## src/logic/motor_protect_regs.vh

```
/*
  Register offsets, field positions and reset values of the motor drive
  protection block. Assumes an 8-bit register port with a 3-bit address.
*/
`ifndef MOTOR_PROTECT_REGS_VH
`define MOTOR_PROTECT_REGS_VH

// ----------------------------------------------------------------------
// register offsets
// ----------------------------------------------------------------------
`define OFS_TRIGGER_CONTROL 3'h0
`define OFS_MODE_CONTROL    3'h1
`define OFS_OVERRIDE_LEVEL  3'h2
`define OFS_MOTOR_CONFIG    3'h3
`define OFS_STATUS          3'h4

// ----------------------------------------------------------------------
// protection_trigger_control fields
// ----------------------------------------------------------------------
`define BIT_OVERRIDE_HW_EN   0
`define BIT_OVERRIDE_SW_TRIG 1
`define BIT_CLIMIT_HW_EN     2
`define BIT_OCPULSE_HW_EN    3
`define BIT_CAPCMP_EN        4
`define BIT_CAPOVF_EN        5
`define BIT_SW_PROT_EN       6
`define BIT_SW_PROT_DATA     7

// ----------------------------------------------------------------------
// protection_mode_control fields
// ----------------------------------------------------------------------
`define BIT_CAPOVF_MODE      0
`define BIT_CAPCMP_MODE      1
`define BIT_OCPULSE_MODE     2
`define BIT_CLIMIT_RESTART   3
`define BIT_SW_PROT_MODE     4
`define BIT_CYCLE_EN         5
`define BIT_OVERRIDE_SRC     6

// ----------------------------------------------------------------------
// reset values, fixed patterns and filter length
// ----------------------------------------------------------------------
`define RST_TRIGGER_CONTROL  8'h00
`define RST_MODE_CONTROL     7'h00
`define RST_OVERRIDE_LEVEL   4'h0
`define RST_MOTOR_CONFIG     1'h0
`define BRAKE_PATTERN        4'hA
`define FREE_RUN_PATTERN     4'h0
`define OC_FILTER_CYCLES     2

`endif

```

## src/logic/motor_drive_protection.v

```verilog
/*
  Motor drive protection: shutdown (brake or free-run) on stall, over-current,
  current-limit or software triggers, plus a fast over-current override that
  forces preset gate levels. Assumes the capture timer, current-limit logic
  and PWM timer run on clk; the two comparator outputs are asynchronous.
*/
`timescale 1ns/10ps
`include "motor_protect_regs.vh"

module motor_drive_protection (
  input  wire       clk,
  input  wire       nrst,
  input  wire [2:0] addr,
  input  wire [7:0] wdata,
  input  wire       wr_stb,
  input  wire       rd_stb,
  output reg  [7:0] rdata,
  input  wire [3:0] drive_in,
  input  wire       comparator_zero_out,
  input  wire       comparator_one_out,
  input  wire       current_limit_event,
  input  wire       adc_opa_selected,
  input  wire       capture_compare_stall_event,
  input  wire       capture_overflow_stall_event,
  input  wire       pwm_period_start,
  output reg  [3:0] gate_out,
  output reg        shutdown_active,
  output reg        fast_overcurrent_override,
  output reg        pwm_cutoff
);

  // ----------------------------------------------------------------------
  // software registers
  // ----------------------------------------------------------------------
  reg  [7:0] protection_trigger_control_reg;
  reg  [6:0] protection_mode_control_reg;
  reg  [3:0] override_level_reg;
  reg        motor_config_reg;

  wire override_hw_enable           = protection_trigger_control_reg[`BIT_OVERRIDE_HW_EN];
  wire override_sw_trigger          = protection_trigger_control_reg[`BIT_OVERRIDE_SW_TRIG];
  wire current_limit_hw_enable      = protection_trigger_control_reg[`BIT_CLIMIT_HW_EN];
  wire overcurrent_pulse_hw_enable  = protection_trigger_control_reg[`BIT_OCPULSE_HW_EN];
  wire capture_compare_stall_enable = protection_trigger_control_reg[`BIT_CAPCMP_EN];
  wire capture_overflow_stall_enable = protection_trigger_control_reg[`BIT_CAPOVF_EN];
  wire sw_protection_enable         = protection_trigger_control_reg[`BIT_SW_PROT_EN];
  wire sw_protection_data           = protection_trigger_control_reg[`BIT_SW_PROT_DATA];
  // mode bits: pulse zero fault one pause; stall and software sources act only at one
  wire capture_overflow_mode_select = protection_mode_control_reg[`BIT_CAPOVF_MODE];
  wire capture_compare_mode_select  = protection_mode_control_reg[`BIT_CAPCMP_MODE];
  wire overcurrent_pulse_mode_select = protection_mode_control_reg[`BIT_OCPULSE_MODE];
  wire current_limit_restart_select = protection_mode_control_reg[`BIT_CLIMIT_RESTART];
  wire sw_protection_mode_select    = protection_mode_control_reg[`BIT_SW_PROT_MODE];
  wire cycle_by_cycle_enable        = protection_mode_control_reg[`BIT_CYCLE_EN];
  wire override_source_select       = protection_mode_control_reg[`BIT_OVERRIDE_SRC];
  wire shutdown_state_select        = motor_config_reg;

  // ----------------------------------------------------------------------
  // internal state
  // ----------------------------------------------------------------------
  reg  [1:0] cmp0_sync_reg;
  reg  [1:0] comparator_one_sync_reg;
  reg  [`OC_FILTER_CYCLES-1:0] oc_filter_reg;
  reg        oc_level_d_reg;
  reg        comparator_one_d_reg;
  reg        oc_pause_reg;
  reg        climit_hold_reg;
  reg        cycle_off_reg;
  reg        capcmp_latch_reg;
  reg        capovf_latch_reg;
  reg        override_latch_reg;
  reg        override_hw_en_d_reg;
  reg        sw_en_d_reg;
  reg        sw_data_d_reg;
  reg        sw_en_fell_reg;

  // ----------------------------------------------------------------------
  // register writes
  // ----------------------------------------------------------------------
  // one decode chain; unmapped and status writes are dropped
  always @(posedge clk) begin
    if (!nrst) begin
      protection_trigger_control_reg <= `RST_TRIGGER_CONTROL;
      protection_mode_control_reg    <= `RST_MODE_CONTROL;
      override_level_reg             <= `RST_OVERRIDE_LEVEL;
      motor_config_reg               <= `RST_MOTOR_CONFIG;
    end else if (wr_stb) begin
      if (addr == `OFS_TRIGGER_CONTROL) begin
        protection_trigger_control_reg <= wdata;
      end else if (addr == `OFS_MODE_CONTROL) begin
        protection_mode_control_reg <= wdata[6:0];
      end else if (addr == `OFS_OVERRIDE_LEVEL) begin
        override_level_reg <= wdata[3:0];
      end else if (addr == `OFS_MOTOR_CONFIG) begin
        motor_config_reg <= wdata[0];
      end
    end
  end

  // ----------------------------------------------------------------------
  // comparator input conditioning
  // ----------------------------------------------------------------------
  // two-flop synchronisers; first stage read only by the second
  always @(posedge clk) begin
    if (!nrst) begin
      cmp0_sync_reg <= 2'b00;
      comparator_one_sync_reg <= 2'b00;
      comparator_one_d_reg    <= 1'b0;
    end else begin
      cmp0_sync_reg <= {cmp0_sync_reg[0], comparator_zero_out};
      comparator_one_sync_reg <= {comparator_one_sync_reg[0], comparator_one_out};
      comparator_one_d_reg    <= comparator_one_sync_reg[1];
    end
  end

  // filtered level, its first cycle as the pulse, comparator one edge
  wire oc_level = &oc_filter_reg;
  wire comparator_overcurrent_pulse = oc_level & ~oc_level_d_reg;
  wire comparator_one_rise = comparator_one_sync_reg[1] & ~comparator_one_d_reg;

  // two-clock filter
  // glitches shorter than the filter never reach the protection logic
  always @(posedge clk) begin
    if (!nrst) begin
      oc_filter_reg  <= {`OC_FILTER_CYCLES{1'b0}};
      oc_level_d_reg <= 1'b0;
    end else begin
      oc_filter_reg  <= {oc_filter_reg[`OC_FILTER_CYCLES-2:0], cmp0_sync_reg[1]};
      oc_level_d_reg <= oc_level;
    end
  end

  // ----------------------------------------------------------------------
  // software release detection
  // ----------------------------------------------------------------------
  // enable high-low-high
  // the fall is remembered so a later rise releases the latches
  always @(posedge clk) begin
    if (!nrst) begin
      sw_en_d_reg    <= 1'b0;
      sw_data_d_reg  <= 1'b0;
      sw_en_fell_reg <= 1'b0;
    end else begin
      sw_en_d_reg   <= sw_protection_enable;
      sw_data_d_reg <= sw_protection_data;
      if (sw_en_d_reg && !sw_protection_enable) begin
        sw_en_fell_reg <= 1'b1;
      end else if (sw_protection_enable) begin
        sw_en_fell_reg <= 1'b0;
      end
    end
  end

  // data bit releases
  // a release is an enable re-arm or the data bit falling while enabled
  wire sw_en_rearm = sw_en_fell_reg & sw_protection_enable & ~sw_en_d_reg;
  wire sw_data_fall = sw_protection_enable & sw_data_d_reg & ~sw_protection_data;
  wire sw_release = sw_en_rearm | sw_data_fall;
  wire sw_shutdown = sw_protection_enable & sw_protection_mode_select & sw_protection_data;

  // ----------------------------------------------------------------------
  // trigger sources
  // ----------------------------------------------------------------------
  // pulse enable gate
  wire oc_enabled = overcurrent_pulse_hw_enable;
  // fault mode follows the filtered level
  wire oc_fault = oc_enabled & ~overcurrent_pulse_mode_select & oc_level;
  wire climit_active = current_limit_hw_enable & adc_opa_selected & current_limit_event;

  // pause latches; set wins over a same-cycle release
  // capture compare stall, capture overflow stall
  always @(posedge clk) begin
    if (!nrst) begin
      oc_pause_reg     <= 1'b0;
      capcmp_latch_reg <= 1'b0;
      capovf_latch_reg <= 1'b0;
    end else begin
      if (oc_enabled && overcurrent_pulse_mode_select && comparator_overcurrent_pulse) begin
        oc_pause_reg <= 1'b1;
      end else if (sw_release) begin
        oc_pause_reg <= 1'b0;
      end
      if (capture_compare_stall_enable && capture_compare_mode_select &&
          capture_compare_stall_event) begin
        capcmp_latch_reg <= 1'b1;
      end else if (sw_release) begin
        capcmp_latch_reg <= 1'b0;
      end
      if (capture_overflow_stall_enable && capture_overflow_mode_select &&
          capture_overflow_stall_event) begin
        capovf_latch_reg <= 1'b1;
      end else if (sw_release) begin
        capovf_latch_reg <= 1'b0;
      end
    end
  end

  // restart select
  // with restart at period the hold outlives the event until the boundary
  always @(posedge clk) begin
    if (!nrst) begin
      climit_hold_reg <= 1'b0;
    end else if (climit_active) begin
      climit_hold_reg <= 1'b1;
    end else if (!current_limit_restart_select || pwm_period_start) begin
      climit_hold_reg <= 1'b0;
    end
  end

  // cycle-by-cycle cut
  // retried only at a period boundary or when disabled; a persisting condition re-cuts at once
  always @(posedge clk) begin
    if (!nrst) begin
      cycle_off_reg <= 1'b0;
    end else if (cycle_by_cycle_enable && oc_level) begin
      cycle_off_reg <= 1'b1;
    end else if (pwm_period_start || !cycle_by_cycle_enable) begin
      cycle_off_reg <= 1'b0;
    end
  end

  // ----------------------------------------------------------------------
  // fast over-current override
  // ----------------------------------------------------------------------
  // override source select
  wire ovr_hw_source = override_source_select ? comparator_one_rise
                                              : (comparator_overcurrent_pulse & oc_enabled);

  // only software clears it
  // a trigger in the clearing cycle wins, so no event is lost
  always @(posedge clk) begin
    if (!nrst) begin
      override_latch_reg   <= 1'b0;
      override_hw_en_d_reg <= 1'b0;
    end else begin
      override_hw_en_d_reg <= override_hw_enable;
      if (override_hw_enable && ovr_hw_source) begin
        override_latch_reg <= 1'b1;
      end else if (override_hw_enable && !override_hw_en_d_reg) begin
        override_latch_reg <= 1'b0;
      end
    end
  end

  wire override_now = override_latch_reg | override_sw_trigger;

  // ----------------------------------------------------------------------
  // shutdown and gate drive
  // ----------------------------------------------------------------------
  // any source but the cycle-by-cycle cut and the override asserts shutdown
  wire shutdown_now = oc_fault | oc_pause_reg | climit_active | climit_hold_reg |
                      capcmp_latch_reg | capovf_latch_reg | sw_shutdown;

  wire [3:0] safe_pattern = shutdown_state_select ? `FREE_RUN_PATTERN : `BRAKE_PATTERN;

  // reset drives all gates low
  // outputs registered: one clock of latency traded for glitch-free gates
  always @(posedge clk) begin
    if (!nrst) begin
      gate_out                  <= 4'h0;
      shutdown_active           <= 1'b0;
      fast_overcurrent_override <= 1'b0;
      pwm_cutoff                <= 1'b0;
    end else begin
      shutdown_active           <= shutdown_now;
      fast_overcurrent_override <= override_now;
      pwm_cutoff                <= cycle_off_reg;
      if (override_now) begin
        gate_out <= override_level_reg;
      end else if (shutdown_now) begin
        gate_out <= safe_pattern;
      end else if (cycle_off_reg) begin
        gate_out <= `FREE_RUN_PATTERN;
      end else begin
        gate_out <= drive_in;
      end
    end
  end

  // ----------------------------------------------------------------------
  // register reads
  // ----------------------------------------------------------------------
  // status shows live protection state; unmapped reads return zero
  wire [7:0] status_word = {oc_fault, cycle_off_reg, climit_hold_reg, oc_pause_reg,
                            capovf_latch_reg, capcmp_latch_reg, override_now, shutdown_now};

  always @(posedge clk) begin
    if (!nrst) begin
      rdata <= 8'h00;
    end else if (rd_stb) begin
      if (addr == `OFS_TRIGGER_CONTROL) begin
        rdata <= protection_trigger_control_reg;
      end else if (addr == `OFS_MODE_CONTROL) begin
        rdata <= {1'b0, protection_mode_control_reg};
      end else if (addr == `OFS_OVERRIDE_LEVEL) begin
        rdata <= {4'h0, override_level_reg};
      end else if (addr == `OFS_MOTOR_CONFIG) begin
        rdata <= {7'h00, motor_config_reg};
      end else if (addr == `OFS_STATUS) begin
        rdata <= status_word;
      end else begin
        rdata <= 8'h00;
      end
    end else begin
      rdata <= 8'h00;
    end
  end

endmodule

```

## config.mk

```make
export PLATFORM = sky130hd
export DESIGN_NAME = motor_drive_protection
export DESIGN_NICKNAME = d
export VERILOG_FILES = /design/src/logic/motor_drive_protection.v
export VERILOG_INCLUDE_DIRS = /design/src /design/src/logic
export SDC_FILE = /design/constraint.sdc
export NUM_CORES = 1
export LEC_CHECK = 0
export ABC_AREA = 1
export BUFFER_PORTS_ARGS = -buffer_cell sky130_fd_sc_hd__buf_2
export CAP_MARGIN = 20
export CORE_MARGIN = 2
export CORE_UTILIZATION = 43
export DETAILED_ROUTE_END_ITERATION = 6
export GPL_TIMING_DRIVEN = 0
export PLACE_DENSITY = 0.64
export SLEW_MARGIN = 20
export SYNTH_ARGS = -nofsm -noshare
export SYNTH_HDL_FRONTEND = slang
export SYNTH_SLANG_ARGS = --single-unit
```

## constraint.sdc

```tcl
create_clock -name clk -period 1.4 [get_ports clk]
set_input_delay 0.21 -clock clk [delete_from_list [all_inputs] [get_ports clk]]
set_output_delay 0.21 -clock clk [all_outputs]
set_load 0.01 [all_outputs]
```

# ---- Yosys cells after proc, flatten, opt, wreduce, memory -nomap -nowiden
# Index checks and enable logic that the tools add are counted.
dict set report classes {
  bitwise_logic 29
  n_mux 22
  eq_ne 4
  reduce_logical 30
}
# op n
set op_table {}
lappend op_table {{2-to-1 mux 8 bit} 5}
lappend op_table {{2-to-1 mux 4 bit} 4}
lappend op_table {{nonzero test 2 bit} 7}
lappend op_table {{bitwise AND 1 bit} 13}
lappend op_table {{2-to-1 mux 1 bit} 13}
lappend op_table {{logical AND 1 bit} 10}
lappend op_table {{inverter 1 bit} 8}
lappend op_table {{bitwise OR 1 bit} 8}
lappend op_table {{equality test 3 x 2 -> 1 bit, second input constant} 2}
lappend op_table {{AND reduction 2 bit} 3}
lappend op_table {{AND reduction 5 bit} 1}
lappend op_table {{logical NOT 1 bit} 4}
lappend op_table {{AND reduction 4 bit} 1}
lappend op_table {{equality test 3 x 1 -> 1 bit, second input constant} 1}
lappend op_table {{equality test 3 bit, second input constant} 1}
lappend op_table {{logical NOT 3 bit} 1}
lappend op_table {{AND reduction 3 bit} 1}
lappend op_table {{logical OR 1 bit} 2}
dict set report word_totals {
  output_inout_bits 15
  in_bits 26
  reg_bits 53
  word_cells 109
}

# ---- Logic depth before layout (Yosys ltp)
# Gate-level depths: netlist of the first run.
dict set report logic_depth {
  depth_word 14
  ltp_mapped 9
  ltp_nobuf 9
}

# ---- Worst setup path after synthesis of the first run
# No wires, ideal clock.
dict set report synth_timing {
  path_kind {flip-flop to flip-flop}
  startpoint {reg capcmp_latch_reg}
  endpoint {reg gate_out[1]}
  stages_incl_launch_ff 9
  arrival_ps 957
  setup_time_ps 109
  required_ps 1291
  synth_period_minus_slack_ps 1066
  n_path_buf 0
  path_slack_ps 334
  path_cell_list {dfxtp_1 > nor2_1 > nand2_1 > nor2_1 > nand2_1 > nand2_1 > nand3_1 > nand2_1 > inv_1}
}
dict set report synth_between {
  elab_chain_cells 5
}
# element line_no
set synth_rtl {}
lappend synth_rtl {{start, declared} motor_drive_protection.v:69} ;# reg capcmp_latch_reg;
lappend synth_rtl {{start signal, assigned} motor_drive_protection.v:175} ;# capcmp_latch_reg <= 1'b0;
lappend synth_rtl {{start signal, assigned} motor_drive_protection.v:185} ;# capcmp_latch_reg <= 1'b1;
lappend synth_rtl {{start signal, assigned} motor_drive_protection.v:187} ;# capcmp_latch_reg <= 1'b0;
lappend synth_rtl {{bitwise OR 1 bit} motor_drive_protection.v:251} ;# wire shutdown_now = oc_fault | oc_pause_reg | climit_active | climit_hold_reg |
lappend synth_rtl {{bitwise OR 1 bit (2 in series)} motor_drive_protection.v:252} ;# capcmp_latch_reg | capovf_latch_reg | sw_shutdown;
lappend synth_rtl {{2-to-1 mux 4 bit} motor_drive_protection.v:270} ;# end else if (shutdown_now) begin
lappend synth_rtl {{2-to-1 mux 4 bit} motor_drive_protection.v:268} ;# if (override_now) begin
lappend synth_rtl {{end signal, assigned} motor_drive_protection.v:269} ;# gate_out <= override_level_reg;
lappend synth_rtl {{end signal, assigned} motor_drive_protection.v:271} ;# gate_out <= safe_pattern;
lappend synth_rtl {{end signal, assigned} motor_drive_protection.v:273} ;# gate_out <= `FREE_RUN_PATTERN;
lappend synth_rtl {{end, declared} motor_drive_protection.v:26} ;# output reg [3:0] gate_out,
# Every way passes these cells.
# A chain may end at the register's enable or synchronous reset.

# ---- Final worst setup path of the first run
dict set report layout_timing {
  startpoint {reg protection_mode_control_reg[2]}
  endpoint {reg gate_out[3]}
}
dict set report layout_between {
  elab_chain_cells 11
}
# element line_no
set layout_rtl {}
lappend layout_rtl {{start, declared} motor_drive_protection.v:36} ;# reg [6:0] protection_mode_control_reg;
lappend layout_rtl {{start signal, assigned} motor_drive_protection.v:84} ;# protection_mode_control_reg <= `RST_MODE_CONTROL;
lappend layout_rtl {{start signal, assigned} motor_drive_protection.v:91} ;# protection_mode_control_reg <= wdata[6:0];
lappend layout_rtl {{inverter 1 bit} motor_drive_protection.v:167} ;# wire oc_fault = oc_enabled & ~overcurrent_pulse_mode_select & oc_level;
lappend layout_rtl {{bitwise AND 1 bit (2 in series)} motor_drive_protection.v:167}
lappend layout_rtl {{bitwise OR 1 bit (4 in series)} motor_drive_protection.v:251}
lappend layout_rtl {{bitwise OR 1 bit (2 in series)} motor_drive_protection.v:252}
lappend layout_rtl {{2-to-1 mux 4 bit} motor_drive_protection.v:270}
lappend layout_rtl {{2-to-1 mux 4 bit} motor_drive_protection.v:268}
# Every way passes these cells.

==> flow_summary_export.csv, run 1 <==
group,metric,value,unit
power_and_ir_drop,comb_power_share,8.0,%
floorplanning,die_area,5405,µm²
sta,setup_viol,0,
sta,worst_pin_slew,0.6013,ns
clock_network,numCtsBuffers,5,
routing,ant_nets,0,
routing,vias,1794,
worst_hold_path,whs_path_depth,3,
power_and_ir_drop,switching_power,0.6236,mW
logic_synthesis,synth.distinct_cells,26,
worst_setup_path,r2r_end,"gate_out[3]",
place,placement.io_buffers,39,
sta,drv_slew,0,
power_and_ir_drop,p_int,2.069,mW
global_routing,overflow,0,
layout,fillers,462,
worst_setup_path,rr_worst_depth,9,
worst_hold_path,min_to,"cmp0_sync_reg[0]",
global_routing,grt_max_degree,16,
routing,wl_met1,2.119,mm
sta,clock.fmax,801.5,MHz
clock_network,htree_levels,2,
place,globalplace.congestion,0.8679,
power_and_ir_drop,p_sw_share,23.16,%
worst_setup_path,cp-start-kind,"flop",
clock_network,clk_pin_slew_worst_paths,0.09,ns
routing,drc,0,
worst_setup_path,cpMaxStageDelayCell,"dfxtp_1",
sta,fin_crit,1.248,ns
worst_hold_path,hold_start,"comparator_zero_out",
layout,multi_input_area,812.0,µm²
worst_setup_path,worstPathCellList,"inv_1 -> nand2_1 -> nor2_1 -> nor2_2 -> nand2_1 -> nand2_1 -> nand3_1 -> nand2_1 -> inv_1",
worst_setup_path,crit_start,"protection_mode_control_reg[2]",
global_routing,grt_use_total,18.80,%
global_routing,grt_pass1_vias,1654,
routing,top_layer,"met4",
floorplanning,die_y,73.52,µm
layout,regArea,1061,µm²
power_and_ir_drop,ir_drop,0.5675,mV
run_status,status,"completed",
layout,syn_to_final_growth,17.64,%
sta,rsz0062_at_grt,"no",
logic_synthesis,synth-seq-area-share,51.05,%
clock_network,insertion_delay,0.30,ns
power_and_ir_drop,p_clk_share,34.1,%
worst_setup_path,max_stage_delay,0.37,ns
clock_network,cts_tree,"yes",
logic_synthesis,synthCells,268,
worst_hold_path,min_path_type,"in2reg",
routing,dr.pass1.iters,4,
clock_network,cts_sinks,53,
sta,relSlewSlack,59.91,%
sta,fin_crit_sh,89.11,%
floorplanning,initial_core_util,44.29,%
job,cap_violations,0,
floorplanning,row_count,25,
worst_setup_path,rrSetupSlack,0.15,ns
power_and_ir_drop,seq_power_share,57.9,%
logic_synthesis,yosys_warnings,0,
floorplanning,core_area,4692,µm²
floorplanning,pin_count,41,
logic_synthesis,ys_seq_elements,53,
worst_setup_path,timing.rr.start,"protection_mode_control_reg[2]",
worst_setup_path,worst-setup-path-type,"reg2reg",
place,dp_hpwl,3.456,mm
worst_setup_path,crit_path_end_kind,"flop",
worst_setup_path,required,1.61,ns
worst_setup_path,cpMostUsedCell,"nand2_1",
logic_synthesis,synth.avg_cell_area,7.755,µm²
worst_setup_path,path_buf_inv,2,
layout,final_nets,340,
sta,setup-tns-final,0,ns
routing,routedWlPerCell,12.65,µm
sta,hold_viol_final,0,
place,place_ws,0.08758,ns
power_and_ir_drop,power_density,1101,nW/µm²
sta,fin_worst_skew,0.005949,ns
clock_network,cts_root_buf,"clkbuf_8",
layout,diodes,0,
routing,wl_met3,286,µm
clock_network,holdBufCountCts,0,
power_and_ir_drop,leakagePower,1.138,nW
routing,vias_per_cell,4.862,
routing,wirelength,4.667,mm
routing,dr_wl_met2,2.194,mm
global_routing,antenna_found_initial,0,
floorplanning,die_width,73.52,µm
clock_network,clockBufferDepth,2,
sta,worst_slack,0.1524,ns
global_routing,grt_pass1_wl,7.665,mm
logic_synthesis,synthesis.nets,294,
logic_synthesis,netlist_area,2078,µm²
layout,drive_gt1_share,25.40,%
worst_setup_path,worst-path-max-fanout,5,
worst_setup_path,cp_top_family,"simple AND/OR/NAND/NOR gates",
routing,drtIter0Drc,107,
worst_setup_path,cp.arrival,1.45,ns
==> how the worst max path moves through the flow <==
stage,endpoint,slack [ns],depth (start not counted)
floorplan,gate_out[1],0.33,8
global placement,rdata[6],0.04,6
detailed placement,climit_hold_reg,0.09,4
CTS,gate_out[3],0.09,8
global route,gate_out[3],0.01,8
finish,gate_out[3],0.15,9
==> metrics by stage <==
step                power [mW]  cells  hold WS [ns]  utilization (%)  instance area [µm²]
CTS                      2.726    369       0.07318            52.05                 2442
finish                   2.693    369       0.08256            52.11                 2445
global route             2.816    369       0.07835            52.11                 2445
floorplan                1.719    268        0.3076                -                 2078
global placement         1.809    361        0.3897            49.89                 2341
detailed placement       1.812    361        0.3965            49.89                 2341
==> metal layers <==
metal	track usage [%]	vias up
li1	-	940
met1	23.15	792
met2	31.05	56
met3	5.213	6
met4	7.273	0
met5	0	-
==> worst min-delay path, cell delays in order <==
cell     delay [ns]
buf_2          0.07
nand2_1        0.04
inv_1          0.04
==> cell families (layout without fill, tap and decap cells) <==
logic type	Yosys count	in the layout	share of synthesized area, %
DFF	53	53	51.05
and+or+nand+nor	106	106	22.46
buffers and inverters	49	96	9.994
AOI/OAI and AO/OA	60	60	16.50
==> placed cells by master (no fill, tap or decap), types with 2 or more instances in the layout <==
cell type / n
buf_1: 2
o22ai_1: 2
nand2_1: 48
a21oi_1: 24
dfxtp_1: 53
nand2_2: 8
nand3_1: 13
a21oi_2: 8
clkbuf_8: 7
o21ai_1: 17
o21ai_0: 5
buf_2: 41
nor2_2: 3
nor2_1: 26
o21ai_2: 2
a31oi_1: 2
nand4_1: 5
inv_1: 35
inv_2: 5
==> synth_stat cells <==
library cell	n	area, µm²
dfxtp_1	53	1061
nand2_1	48	180.2
inv_1	35	131.4
nor2_1	27	101.4
a21oi_1	24	120.1
o21ai_1	17	85.08
nand3_1	13	65.06
a21oi_2	8	70.07
nand2_2	8	50.05
inv_2	5	18.77
nand4_1	5	31.28
o21ai_0	5	25.02
a31oi_1	2	12.51
buf_1	2	7.510
buf_2	2	10.01
nor2_2	2	12.51
o21ai_2	2	17.52
o22ai_1	2	12.51
buf_6	1	11.26
buf_8	1	15.01
clkbuf_1	1	3.750
clkinv_1	1	3.750
inv_4	1	6.260
nand2_4	1	11.26
nor3_1	1	5.000
nor3_2	1	10.01
==> cell type report <==
class | count | area share, %
timing repair buffer | 39 | 7.984
buffer | 7 | 1.945
clock buffer | 7 | 3.941
tap | 54 | 2.764
sequential | 53 | 43.40
clock inverter | 1 | 0.2047
inverter | 42 | 6.551
multi-input combinational | 166 | 33.21
==> power by group through the flow <==
stage | logic [mW] | registers [mW] | clock network (mW)
5_1_grt | 0.242 | 1.56 | 1.01
4_1_cts | 0.216 | 1.56 | 0.950
2_1_floorplan | 0.121 | 1.60 | 0
3_3_place_gp | 0.214 | 1.60 | 0
3_5_place_dp | 0.216 | 1.60 | 0
6_report | 0.215 | 1.56 | 0.918
==> timing repair <==
item,4_1_cts,5_1_grt
buffers inserted,0,0
endpoints found under the setup margin,0,3
resized for setup,0,1
Note: power is estimated with default switching activity, not from simulation.
==> run 2: changes to the inputs <==
- RECOVER_POWER: unset -> 25
==> flow_summary_export.csv, run 2 (synthesis results as in run 1) <==
group,metric,value,unit
run_status,status,"completed",
clock_network,numCtsBuffers,5,
place,post-place-cells,361,
routing,dr.pass1.iters,4,
global_routing,grt_use_total,18.80,%
power_and_ir_drop,comb_power_share,7.9,%
sta,relSlewSlack,58.64,%
power_and_ir_drop,power_density,1105,nW/µm²
routing,vias,1803,
place,globalplace.congestion,0.8679,
worst_setup_path,cp.arrival,1.44,ns
clock_network,post-cts-setup-buffers,0,
sta,clock.fmax,811.9,MHz
floorplanning,die_y,73.52,µm
power_and_ir_drop,switching_power,0.6240,mW
clock_network,cts_tree,"yes",
worst_setup_path,worst-path-max-fanout,5,
sta,setup_viol,0,
place,placement.io_buffers,39,
clock_network,clockBufferDepth,2,
layout,layout_common_cells,"dfxtp_1 (53), nand2_1 (48), buf_2 (38)",
worst_hold_path,whs_path_depth,3,
worst_setup_path,rr_worst_depth,9,
layout,fin_area,2436,µm²
sta,fin_worst_skew,0.005961,ns
clock_network,holdBufCountCts,0,
layout,fin_cells,369,
global_routing,use_met1,23.15,%
routing,ant_nets,0,
sta,setup-tns-final,0,ns
power_and_ir_drop,p_sw_share,23.18,%
global_routing,grt_pass1_vias,1654,
global_routing,grt_use_met2,31.05,%
sta,hold_viol_final,0,
global_routing,grt_pass1_wl,7.665,mm
power_and_ir_drop,leakagePower,1.135,nW
worst_setup_path,cp-start-kind,"flop",
sta,drv_slew,0,
routing,wirelength,4.663,mm
clock_network,cts_root_buf,"clkbuf_8",
global_routing,gr-max-usage-layer,"met2",
clock_network,htree_levels,2,
routing,drtIter0Drc,90,
layout,final_nets,340,
floorplanning,die_area,5405,µm²
routing,routedWlPerCell,12.64,µm
sta,rsz0062_at_grt,"no",
routing,vias_per_cell,4.886,
floorplanning,core_area,4692,µm²
routing,drc,0,
floorplanning,die_width,73.52,µm
layout,final_common_cell,"dfxtp_1",
layout,syn_to_final_growth,17.22,%
clock_network,cts_sinks,53,
global_routing,overflow,0,
place,dp_hpwl,3.456,mm
worst_setup_path,rrSetupSlack,0.17,ns
place,dpl_cell_area,2341,µm²
worst_setup_path,required,1.61,ns
power_and_ir_drop,seq_power_share,58.0,%
power_and_ir_drop,ir_drop,0.5671,mV
sta,worst_pin_slew,0.6204,ns
sta,fin_crit_sh,87.98,%
power_and_ir_drop,p_int,2.067,mW
sta,fin_crit,1.232,ns
sta,holdWs,0.08230,ns
clock_network,clk_pin_slew_worst_paths,0.09,ns
worst_setup_path,crit_start,"protection_mode_control_reg[2]",
worst_setup_path,r2r_end,"gate_out[3]",
worst_setup_path,timing.rr.start,"protection_mode_control_reg[2]",
global_routing,use_met3,5.213,%
power_and_ir_drop,p_clk_share,34.2,%
floorplanning,initial_core_util,44.29,%
global_routing,antenna_found_initial,0,
clock_network,insertion_delay,0.30,ns
layout,diodes,0,
job,cap_violations,0,
worst_setup_path,crit_path_end_kind,"flop",
layout,drive_gt1_share,23.49,%
global_routing,grt_max_degree,16,
floorplanning,row_count,25,
worst_setup_path,cp-endpoint,"gate_out[3]",
layout,fillers,462,
worst_setup_path,worst-setup-path-type,"reg2reg",
floorplanning,pin_count,41,
worst_hold_path,min_path_type,"in2reg",
## run 2: cell count changes in the layout (fill, tap and decap cells not counted)
cell	delta
inv_4	-1
inv_2	-1
clkbuf_1	+4
buf_2	-3
inv_1	+2
nor2_2	-1
nor2_1	+1
buf_1	-1
## run 2: what timing repair did
action                     4_1_cts  5_1_grt
setup endpoints to repair        0        3
resized for setup                0        1
hold endpoints to repair         0        0
## run 2: worst min path at each step
stage / from / endpoint / slack [ns]
finish: comparator_zero_out / cmp0_sync_reg[0] / 0.08
global route: comparator_one_out / comparator_one_sync_reg[0] / 0.08
CTS: comparator_zero_out / cmp0_sync_reg[0] / 0.07
detailed placement: comparator_zero_out / cmp0_sync_reg[0] / 0.40
global placement: comparator_zero_out / cmp0_sync_reg[0] / 0.39
floorplan: comparator_zero_out / cmp0_sync_reg[0] / 0.31
## run 2: layout make-up
type                            count  area [µm²]  share of cell area, %
Clock buffer                        7       96.34                  3.955
Tap cell                           54       67.56                  2.773
Clock inverter                      1       5.005                 0.2054
Inverter                           42       157.7                  6.471
Multi-Input combinational cell    166       809.5                  33.23
Buffer                              7       46.29                  1.900
Timing Repair Buffer               39       192.7                  7.910
Sequential cell                    53        1061                  43.55
## run 2: metal layers
metal / vias to the layer above / wire length [µm]
met5: - / 0
li1: 945 / -
met4: 0 / 67
met1: 789 / 2051
met2: 63 / 2170
met3: 6 / 373
## run 2: through the flow
stage	total power [mW]	utilization, %	setup WS [ns]
CTS	2.726	52.05	0.08873
finish	2.691	51.92	0.1683
detailed placement	1.812	49.89	0.08758
global placement	1.809	49.89	0.04226
floorplan	1.719	-	0.3340
global route	2.813	51.92	0.01312
## run 2: power by group through the flow
| stage | registers [mW] | clock network [mW] | logic, mW |
|---|---|---|---|
| 5_1_grt | 1.56 | 1.01 | 0.239 |
| 6_report | 1.56 | 0.919 | 0.212 |
| 3_5_place_dp | 1.60 | 0 | 0.216 |
| 3_3_place_gp | 1.60 | 0 | 0.214 |
| 4_1_cts | 1.56 | 0.950 | 0.216 |
| 2_1_floorplan | 1.60 | 0 | 0.121 |
## run 2: worst max-delay path, stage by stage (launching register included)
cell and delay, ns:
dfxtp_1 0.37, inv_1 0.06, nand2_1 0.06, nor2_1 0.05
nor2_2 0.22, nand2_1 0.10, nand2_1 0.10, nand3_1 0.07
nand2_1 0.07, inv_1 0.03
==> run 3: changes to the inputs <==
--- a/config.mk
+++ b/config.mk
@@ -12,6 +12,7 @@
 export CORE_MARGIN = 2
-export CORE_UTILIZATION = 43
+export CORE_UTILIZATION = 40
+export CTS_BUF_LIST = sky130_fd_sc_hd__clkbuf_8
 export DETAILED_ROUTE_END_ITERATION = 6
 export GPL_TIMING_DRIVEN = 0
-export PLACE_DENSITY = 0.64
+export PLACE_DENSITY = 0.6
 export RECOVER_POWER = 25
--- a/constraint.sdc
+++ b/constraint.sdc
@@ -3,2 +3,2 @@
 set_output_delay 0.21 -clock clk [all_outputs]
-set_load 0.01 [all_outputs]
+set_load 0.05 [all_outputs]
==> flow_summary_export.csv, run 3 (synthesis results as in run 1) <==
group,metric,value,unit
run_status,status,"completed",
worst_setup_path,required,1.62,ns
sta,relSlewSlack,59.68,%
global_routing,grt_pass1_vias,1719,
clock_network,cts_sinks,53,
power_and_ir_drop,leakagePower,1.124,nW
sta,fin_worst_skew,0.007866,ns
layout,layout_common_cells,"dfxtp_1 (53), nand2_1 (49), buf_2 (38)",
routing,vias,1788,
sta,setup-tns-final,0,ns
sta,clock.fmax,797.8,MHz
place,globalplace.congestion,0.8127,
power_and_ir_drop,ir_drop,0.5408,mV
floorplanning,core_area,5075,µm²
routing,drtIter0Drc,90,
sta,fin_crit,1.253,ns
sta,rsz0062_at_grt,"no",
layout,final_common_cell,"dfxtp_1",
worst_hold_path,min_path_type,"in2reg",
global_routing,overflow,0,
place,dp_hpwl,3.598,mm
layout,drive_gt1_share,23.57,%
worst_setup_path,worst-path-max-fanout,7,
clock_network,post-cts-setup-buffers,0,
layout,diodes,0,
clock_network,htree_levels,2,
worst_setup_path,cp.arrival,1.47,ns
power_and_ir_drop,power_density,1090,nW/µm²
clock_network,clockBufferDepth,2,
clock_network,insertion_delay,0.31,ns
place,placement.io_buffers,39,
clock_network,cts_resized,0,
floorplanning,die_y,76.08,µm
worst_setup_path,crit_path_end_kind,"flop",
routing,wirelength,4.806,mm
floorplanning,die_area,5788,µm²
global_routing,grt_max_degree,15,
sta,setup_viol,0,
layout,final_nets,340,
routing,drc,0,
layout,syn_to_final_growth,17.58,%
global_routing,antenna_found_initial,0,
routing,vias_per_cell,4.656,
routing,dr.pass1.iters,4,
sta,fin_crit_sh,89.53,%
worst_setup_path,cp-start-kind,"flop",
clock_network,clk_pin_slew_worst_paths,0.09,ns
routing,routedWlPerCell,12.52,µm
clock_network,cts_tree,"yes",
sta,drv_slew,0,
floorplanning,pin_count,41,
global_routing,grt_use_total,18.05,%
clock_network,cts_root_buf,"clkbuf_8",
layout,fin_cells,384,
sta,worst_pin_slew,0.6049,ns
clock_network,holdBufCountCts,0,
routing,ant_nets,0,
job,cap_violations,0,
floorplanning,row_count,26,
sta,hold_viol_final,0,
floorplanning,die_width,76.08,µm
clock_network,numCtsBuffers,5,
place,post-place-cells,377,
worst_setup_path,worst-setup-path-type,"reg2reg",
global_routing,grt_pass1_wl,8.217,mm
floorplanning,initial_core_util,40.95,%
run 3: per-stage QoR:
step / setup WS [ns] / area (µm²) / utilization (%) / hold slack, ns / power [mW]
3_5_place_dp: 0.06224 / 2361 / 46.52 / 0.3984 / 1.843
4_1_cts: 0.1065 / 2447 / 48.22 / 0.07687 / 2.692
3_3_place_gp: 0.01707 / 2361 / 46.52 / 0.3911 / 1.841
5_1_grt: 0.007089 / 2444 / 48.15 / 0.07823 / 2.783
6_report: 0.1466 / 2444 / 48.15 / 0.08462 / 2.663
2_1_floorplan: 0.3340 / 2078 / - / 0.3076 / 1.749
run 3: path summary, 6_finish.rpt:
path	startpoint	to	slack, ns	depth (start not counted)
max reg2reg	protection_trigger_control_reg[6]	gate_out[3]	0.15	8
min	comparator_one_out	comparator_one_sync_reg[0]	0.08	3
min reg2reg	comparator_one_sync_reg[0]	comparator_one_sync_reg[1]	0.42	2
max	protection_trigger_control_reg[6]	gate_out[3]	0.15	8
run 3: report_power, final:
| group | switching [mW] | internal, mW | total, mW | leakage [nW] |
|---|---|---|---|---|
| clock | 0.474 | 0.386 | 0.861 | 0.0485 |
| combinational | 0.166 | 0.0763 | 0.242 | 0.645 |
| sequential | 0.0166 | 1.54 | 1.56 | 0.430 |
run 3: final cells by class:
class	count	area, µm²
tap	70	87.58
fill	551	2631
buffer	7	46.29
inverter	42	160.2
clock inverter	1	3.754
multi-input combinational	166	809.5
clock buffer	6	82.58
timing repair buffer	39	192.7
sequential	53	1061
run 3: layer usage:
metal	track usage, %	wire, µm	part of all wire [%]
met1	22.60	2214	46
met2	30.63	2250	47
met3	4.147	247	5.1
met4	6.364	93	1.9
met5	0	0	0
run 3: worst max-delay path: stages, from the launching register on:
cell	delay (ns)
dfxtp_1	0.39
nand2_1	0.10
nor2_1	0.05
nor2_2	0.24
nand2_1	0.12
nand2_1	0.10
nand3_1	0.08
nand2_1	0.07
inv_1	0.04
